===== config.mk =====
export PLATFORM = sky130hd
export DESIGN_NAME = fcs_decoder
export DESIGN_NICKNAME = d
export VERILOG_FILES = /design/src/hdl/fcs_pkg.sv /design/src/hdl/fcs_skid.sv /design/src/hdl/fcs_decoder.sv
export SDC_FILE = /design/constraint.sdc
export NUM_CORES = 1
export LEC_CHECK = 0
export BUFFER_PORTS_ARGS = -buffer_cell sky130_fd_sc_hd__buf_4
export CAP_MARGIN = 30
export CORE_MARGIN = 2
export CORE_UTILIZATION = 55
export CTS_CLUSTER_DIAMETER = 60
export CTS_CLUSTER_SIZE = 20
export DETAILED_ROUTE_END_ITERATION = 7
export PLACE_DENSITY = 0.82
export SYNTH_ARGS = -nofsm -noshare
export SYNTH_HDL_FRONTEND = slang
export SYNTH_HIERARCHICAL = 1
export SYNTH_SLANG_ARGS = --single-unit

===== constraint.sdc =====
create_clock -name clk -period 2.5 [get_ports clk]
set_input_delay 0.125 -clock clk [delete_from_list [all_inputs] [get_ports clk]]
set_output_delay 0.125 -clock clk [all_outputs]
set_load 0.02 [all_outputs]

===== src/hdl/fcs_pkg.sv =====
// Package of constants and types for the FIFO channel-select decoder.
`default_nettype none
package fcs_pkg;

  // ==========================================================================
  // Control register field layout
  // ==========================================================================
  localparam int          FCS_SEL_MSB   = 6;       // Upper bit of the selection field.
  localparam int          FCS_SEL_LSB   = 3;       // Lower bit of the selection field.
  localparam logic [7:0]  FCS_CTRL_RST  = 8'h00;   // Reset value of the control byte.

  // ==========================================================================
  // Channel selection codes
  // ==========================================================================
  typedef enum logic [3:0] {
    FCS_XYZ      = 4'b0000,
    FCS_X        = 4'b0001,
    FCS_Y        = 4'b0010,
    FCS_X_DUP    = 4'b0011,
    FCS_XYZ_T    = 4'b0100,
    FCS_X_T      = 4'b0101,
    FCS_Y_T      = 4'b0110,
    FCS_Z_T      = 4'b0111,
    FCS_XYZ_A    = 4'b1000,
    FCS_X_A      = 4'b1001,
    FCS_Y_A      = 4'b1010,
    FCS_Z_A      = 4'b1011
  } fcs_sel_t;

  // Tags that mark each buffered entry with its source.
  typedef enum logic [2:0] {
    FCS_TAG_X    = 3'b000,
    FCS_TAG_Y    = 3'b001,
    FCS_TAG_Z    = 3'b010,
    FCS_TAG_TEMP = 3'b011,
    FCS_TAG_ADC  = 3'b100
  } fcs_tag_t;

  // Sequencer states.
  typedef enum logic [1:0] {
    FCS_IDLE  = 2'b00,
    FCS_EMIT  = 2'b01
  } fcs_state_t;

endpackage : fcs_pkg
`default_nettype wire


===== src/hdl/fcs_skid.sv =====
// Two-entry buffer with valid and ready on both sides.
`timescale 1ns/1ps
`default_nettype none
module fcs_skid #(
  parameter int W = 8
) (
  input  wire logic          clk,
  input  wire logic          rst,
  input  wire logic [W-1:0]  in_data,
  input  wire logic          in_valid,
  output logic               in_ready,
  output logic [W-1:0]       out_data,
  output logic               out_valid,
  input  wire logic          out_ready
);
  // ==========================================================================
  // Storage
  // ==========================================================================
  logic [W-1:0] mem [2];     // Two entries of storage.
  logic         wr_ptr;      // Write slot.
  logic         rd_ptr;      // Read slot.
  logic [1:0]   count;       // Entries held.
  logic         push;        // Write accepted.
  logic         pop;         // Read accepted.

  assign push      = in_valid && in_ready;
  assign pop       = out_valid && out_ready;
  assign in_ready  = (count != 2'd2);
  assign out_valid = (count != 2'd0);
  assign out_data  = mem[rd_ptr];

  // Entry storage is written on each accepted word.
  always_ff @(posedge clk)
  begin
    if (push)
      mem[wr_ptr] <= in_data;
  end

  // Pointers and occupancy move with push and pop.
  always_ff @(posedge clk)
  begin
    if (rst)
    begin
      wr_ptr <= 1'b0;
      rd_ptr <= 1'b0;
      count  <= 2'd0;
    end
    else
    begin
      if (push)
        wr_ptr <= ~wr_ptr;
      if (pop)
        rd_ptr <= ~rd_ptr;
      count <= count + {1'b0, push} - {1'b0, pop};
    end
  end
endmodule : fcs_skid
`default_nettype wire


===== src/hdl/fcs_decoder.sv =====
// Channel-select decoder that orders sample-set entries into a buffer.
//
// Summary of operation
// - Selection field bits 6:3, read/write, resets zero.
// - 0000 buffers x,y,z; 0001 buffers x only.
// - 0010 buffers y only, plus enabled extras.
// - 0011 converts x only, as printed.
// - 0100 buffers x,y,z plus temperature.
// - 0101-0111 buffer one axis plus temperature.
// - 1000 buffers x,y,z plus auxiliary input.
// - 1001-1011 buffer one axis plus auxiliary.
`timescale 1ns/1ps
`default_nettype none
module fcs_decoder
  import fcs_pkg::*;
#(
  parameter int DW = 14
) (
  input  wire logic          clk,
  input  wire logic          rst,
  input  wire logic          ctrl_we,
  input  wire logic [7:0]    ctrl_wdata,
  output logic [7:0]         ctrl_rdata,
  input  wire logic          temp_en,
  input  wire logic          adc_en,
  input  wire logic          odr_tick,
  input  wire logic [DW-1:0] x_data,
  input  wire logic [DW-1:0] y_data,
  input  wire logic [DW-1:0] z_data,
  input  wire logic [DW-1:0] temp_data,
  input  wire logic [DW-1:0] adc_data,
  output logic [DW+2:0]      out_data,
  output logic               out_valid,
  input  wire logic          out_ready,
  output logic               set_busy,
  output logic               tick_lost
);
  import fcs_pkg::*;

  // ==========================================================================
  // Control register
  // ==========================================================================
  logic [7:0]    ctrl;           // Whole control byte, selection field inside.
  logic [3:0]    sel;            // Selection field.
  logic [4:0]    mask;           // Sources enabled: bit0 x, 1 y, 2 z, 3 temp, 4 adc.
  logic [4:0]    pend;           // Sources still to emit in the current set.
  logic [DW-1:0] snap [5];       // Samples captured at the tick.
  fcs_state_t    state;          // Sequencer state.
  logic [2:0]    cur;            // Index of the source being emitted.
  logic [DW+2:0] buf_in;         // Tagged word toward the buffer.
  logic          buf_ready;      // Buffer can take a word.
  logic          emit;           // Word accepted into the buffer this cycle.

  assign sel = ctrl[FCS_SEL_MSB:FCS_SEL_LSB];

  // The whole byte is stored so the host reads back what it wrote.
  always_ff @(posedge clk)
  begin
    if (rst)
      ctrl <= FCS_CTRL_RST;
    else if (ctrl_we)
      ctrl <= ctrl_wdata;
  end

  // Readback comes from a flip-flop.
  always_ff @(posedge clk)
  begin
    if (rst)
      ctrl_rdata <= FCS_CTRL_RST;
    else
      ctrl_rdata <= ctrl;
  end

  // ==========================================================================
  // Code decode
  // ==========================================================================
  // Extras only enter when their converter is enabled; prohibited codes buffer nothing.
  always_comb
  begin
    mask = 5'h00;
    unique case (sel)
      FCS_XYZ:   mask = 5'h07;
      FCS_X:     mask = 5'h01;
      FCS_Y:     mask = {adc_en, temp_en, 3'b010};
      FCS_X_DUP: mask = 5'h01;
      FCS_XYZ_T: mask = {1'b0, temp_en, 3'b111};
      FCS_X_T:   mask = {1'b0, temp_en, 3'b001};
      FCS_Y_T:   mask = {1'b0, temp_en, 3'b010};
      FCS_Z_T:   mask = {1'b0, temp_en, 3'b100};
      FCS_XYZ_A: mask = {adc_en, 4'b0111};
      FCS_X_A:   mask = {adc_en, 4'b0001};
      FCS_Y_A:   mask = {adc_en, 4'b0010};
      FCS_Z_A:   mask = {adc_en, 4'b0100};
      default:   mask = 5'h00;
    endcase
  end

  // ==========================================================================
  // Sample-set sequencer
  // ==========================================================================
  // The lowest pending index goes first, giving x, y, z, then temp, then adc.
  always_comb
  begin
    cur = 3'd0;
    for (int i = 4; i >= 0; i--)
      if (pend[i])
        cur = 3'(i);
  end

  assign buf_in = {cur, snap[cur]};
  assign emit   = (state == FCS_EMIT) && buf_ready;

  // Samples are frozen at the tick so a set is coherent.
  always_ff @(posedge clk)
  begin
    if (state == FCS_IDLE && odr_tick)
    begin
      snap[0] <= x_data;
      snap[1] <= y_data;
      snap[2] <= z_data;
      snap[3] <= temp_data;
      snap[4] <= adc_data;
    end
  end

  // Pending mask walks down as the buffer accepts each word.
  always_ff @(posedge clk)
  begin
    if (rst)
    begin
      state <= FCS_IDLE;
      pend  <= 5'h00;
    end
    else
    begin
      unique case (state)
        FCS_IDLE:
        begin
          if (odr_tick && mask != 5'h00)
          begin
            pend  <= mask;
            state <= FCS_EMIT;
          end
        end
        FCS_EMIT:
        begin
          if (emit)
          begin
            pend[cur] <= 1'b0;
            if ((pend & ~(5'h01 << cur)) == 5'h00)
              state <= FCS_IDLE;
          end
        end
        default: state <= FCS_IDLE;
      endcase
    end
  end

  // Status flags from flip-flops: busy, and a tick missed while busy.
  always_ff @(posedge clk)
  begin
    if (rst)
    begin
      set_busy  <= 1'b0;
      tick_lost <= 1'b0;
    end
    else
    begin
      set_busy  <= (state == FCS_EMIT) || (odr_tick && mask != 5'h00);
      tick_lost <= odr_tick && (state == FCS_EMIT);
    end
  end

  // ==========================================================================
  // Output buffer and registered outputs
  // ==========================================================================
  logic [DW+2:0] sk_data;        // Buffer head word.
  logic          sk_valid;       // Buffer head valid.
  logic          sk_pop;         // Head moved to output stage.

  fcs_skid #(.W(DW + 3)) u_skid (
    .clk       (clk),
    .rst       (rst),
    .in_data   (buf_in),
    .in_valid  (state == FCS_EMIT),
    .in_ready  (buf_ready),
    .out_data  (sk_data),
    .out_valid (sk_valid),
    .out_ready (sk_pop)
  );

  assign sk_pop = sk_valid && (!out_valid || out_ready);

  // Output stage register keeps outputs straight from flip-flops.
  always_ff @(posedge clk)
  begin
    if (rst)
    begin
      out_valid <= 1'b0;
      out_data  <= '0;
    end
    else if (!out_valid || out_ready)
    begin
      out_valid <= sk_valid;
      if (sk_valid)
        out_data <= sk_data;
    end
  end
endmodule : fcs_decoder
`default_nettype wire


==> summary.md <==
| Metric | Value |
|---|---|
| PortBufs | approximately 110 |
| Crit path DAT | between 2000 and 2500 ps |
| Total CTS buffers | 17 |
| Synth Net Count | slightly above 500 |
| Max Root-Sink Buffers | 2 |
| P&R area growth vs syn | 41.39% |
| Synth async-reset ratio | 0% |
| Multiplexer area fraction after synthesis | 5.577% |
| Synthesized flop and latch total | about 150 |
| Clock skew | between 10 and 15 ps |
| Xor and xnor area share after synthesis | less than 1% |
| Gr usage total | between 20% and 30% |
| DRC Markers | 0 |
| Sink Count | around 150 |
| Post-DRT Antenna Nets | 0 |
| R2R Setup Slk | around 420 ps |
| CTS tree | built |
| Layout Cell Area excl Fill | a little over 0.008 sq mm |
| Placed inst area | 0.006751 sq mm |
| Power Total | between 7 and 8 mW |
| Setup WS post-layout | between 400 and 500 ps |
| Count of endpoints failing hold in the final timing report | 0 |
| Post-synth cell types | 44 |
| Htree depth | 4 |
| I/O pin count | approximately 110 |
| Largest family of logic cells by synthesized area | simple AND/OR/NAND/NOR gates |
| Vias in the first global route | about 4500 |
| Crit start category | flop |
| WHS | a little over 9 ps |
| Pre-CTS setup slack | just under 500 ps |
| Synth Area in Simple Gates | ~11% |
| Crit-path max FO | 16 |
| Worst hold-check path type | primary input to flop |
| Yosys warnings | 6 |
| Post-Syn Area | slightly below 0.006 sq mm |
| Fin util | roughly four fifths |
| Via/cell ratio | roughly 5.5 |
| Setup TNS | 0 ps |
| Final worst path period need | approximately 2100 ps |
| CTS clk-pin slew, worst paths | around 60 ps |
| DIE AREA | around 0.011 sq mm |
| CP Capture Type | flop |
| Worst relative slew slack | between 40 and 50% |
| Register area share after synthesis | roughly 70% |
| Max Fclk | slightly below 500 MHz |
| Vias | 4269 |
| Most common cell after layout, fill and taps aside | buf_4 |
| Clk Tree Root Cell | clkbuf_8 |
| Core Region | 0.01028 sq mm |
| Slew @ Worst Pin | around 760 ps |
| Most common flop cell mapped by yosys | edfxtp_1 |
| First-pass GRT wire length | roughly 24000 um |
| Routed wire per std cell | approximately 20 um |
| Post-cts resize count | 0 |
| CP required | ~2700 ps |
| FP Rows | 37 |
| Most frequent cells in the layout | buf_4, edfxtp_1, dlygate4sd3_1 |
| Cell Pwr Density | around 880 mW/mm^2 |
| Post-DP HPWL | between 7000 and 8000 um |
| Adder-cell share of the synthesized area | 0.6029% |
| Final worst path period share | between 80% and 90% |
| Nets | 716 |
| Post-Synthesis Cells | around 430 |
| Worst IR Drop VDD | approximately 0.57 mV |
| Multi-input gate area | 0.001582 sq mm |
| Area occupied by registers | around 0.0041 sq mm |
| Fin. max-slew vios | 0 |
| Layout cells sized above 1 | 28.04% |
| Die Y | between 100 and 150 um |
| Static Leak | around 3.2 nW |
| Die W | approximately 110 um |
| Number of DRC markers in iteration 0 | about 360 |
| Fill cell count | 519 |
| Synth Area per Inst | around 14 sq um |
| Final setup violation count | 0 |
| Final non-filler cell total | 778 |
| Status | complete, no violations |
| Final Routed Wirelength | between 15000 and 20000 um |
| Number of diodes | 0 |
| Setup CP Type | flop to flop |
| Initial Utilization | 56.54% |
| Synth Area in Compound Gates | around a tenth |
| Initial antenna violation count | 0 |
| Pin count of the biggest net entering global routing | 68 |
| Drt first pass iters | 5 |
| Max_cap viols | 0 |
| RSZ-0062 raised after global routing | false |
| Placed cell count | 658 |
| Clock Latency Late Sink | around 520 ps |
| Total grt overflow | 0 |
| EDFF count, synth | between 100 and 150 |
| RePlAce Congestion | approximately 0.76 |
-- cells by family after synthesis --
group	Yosys count
multiplexers	26
XOR/XNOR	3
buffers and inverters	30
adder cells (fa/ha/maj)	3
AND/OR/NAND/NOR	133
flip-flops	151
AO/OA/AOI/OAI	80
-- area by class of cell --
class                   count  share of cell area, %
clock buffers              20                  5.696
clock inverters            12                  1.401
inverters                   6                 0.2741
multi-input cells         245                  19.25
flip-flops and latches    151                  49.47
well taps                 136                  2.071
repair buffers            208                  21.84
-- per-layer routing --
| layer | wire length (um) | up-vias | part of all wire, % | track usage [%] |
|---|---|---|---|---|
| met5 | 0 | - | 0 | 0 |
| met4 | 541 | 0 | 3.5 | 11.41 |
| met3 | 1007 | 38 | 6.4 | 6.809 |
| met2 | 8447 | 224 | 54 | 52.00 |
| met1 | 5635 | 2055 | 36 | 32.84 |
| li1 | - | 1952 | - | - |
-- path summary, 6_finish.rpt --
| check | from | endpoint | cells past startpoint |
|---|---|---|---|
| worst max-delay path | pend[0]$_SDFFE_PP0P_ | u_skid/mem[1][1]$_DFFE_PP_ | 4 |
| worst min-delay path | ctrl_we | ctrl[4]$_SDFFE_PP0P_ | 3 |
| worst max register to register | pend[0]$_SDFFE_PP0P_ | u_skid/mem[1][1]$_DFFE_PP_ | 4 |
| worst min register to register | out_data[1]$_SDFFE_PP0P_ | out_data[1]$_SDFFE_PP0P_ | 2 |
-- cell usage after synthesis, types with 2 or more instances --
cell / count / area (sq um)
o21ai_0: 4 / 20.02
nand2_1: 51 / 191.4
and2_1: 2 / 12.51
ha_1: 2 / 25.02
edfxtp_1: 104 / 3123
nor2b_1: 12 / 75.07
dfxtp_1: 47 / 940.9
buf_6: 6 / 67.56
mux2i_1: 8 / 80.08
mux2_4: 11 / 165.2
a221oi_2: 10 / 150.1
inv_1: 5 / 18.77
mux2_1: 7 / 78.83
o32ai_1: 2 / 17.52
buf_2: 6 / 30.03
clkbuf_1: 12 / 45.04
nor2_1: 35 / 131.4
nand3b_1: 15 / 112.6
nand2b_1: 2 / 12.51
xnor2_1: 2 / 17.52
a221oi_1: 4 / 35.03
or2_1: 3 / 18.77
nor3_1: 2 / 10.01
a21oi_1: 54 / 270.3
-- flip-flops by register name (all words and copies together) (netlist names), named ones only --
| name | flops |
|---|---|
| set_busy | 1 |
| tick_lost | 1 |
| u_skid/wr_ptr | 1 |
| ctrl_rdata | 8 |
| pend | 5 |
| snap | 70 |
| out_data | 17 |
| ctrl | 8 |
| u_skid/mem | 34 |
| u_skid/count | 2 |
| out_valid | 1 |
| state | 1 |
| u_skid/rd_ptr | 1 |
-- critical path, cell delays in order (launching register included) --
cell and delay, ps:
dfxtp_1 450, or2_1 580, a21oi_1 90, a221oi_1 470, a21oi_1 190
-- report_power, final --
group	total (mW)	switching, mW	internal (mW)
registers	3.17	0.153	3.02
clock network	2.52	1.07	1.45
logic	1.56	0.848	0.714
-- timing repair --
action,CTS,global route
hold buffers,88,0
endpoints found under the setup margin,0,0
setup buffers,0,0
hold endpoints to repair,82,0
No activity file was read; power rests on OpenSTA's default activity.
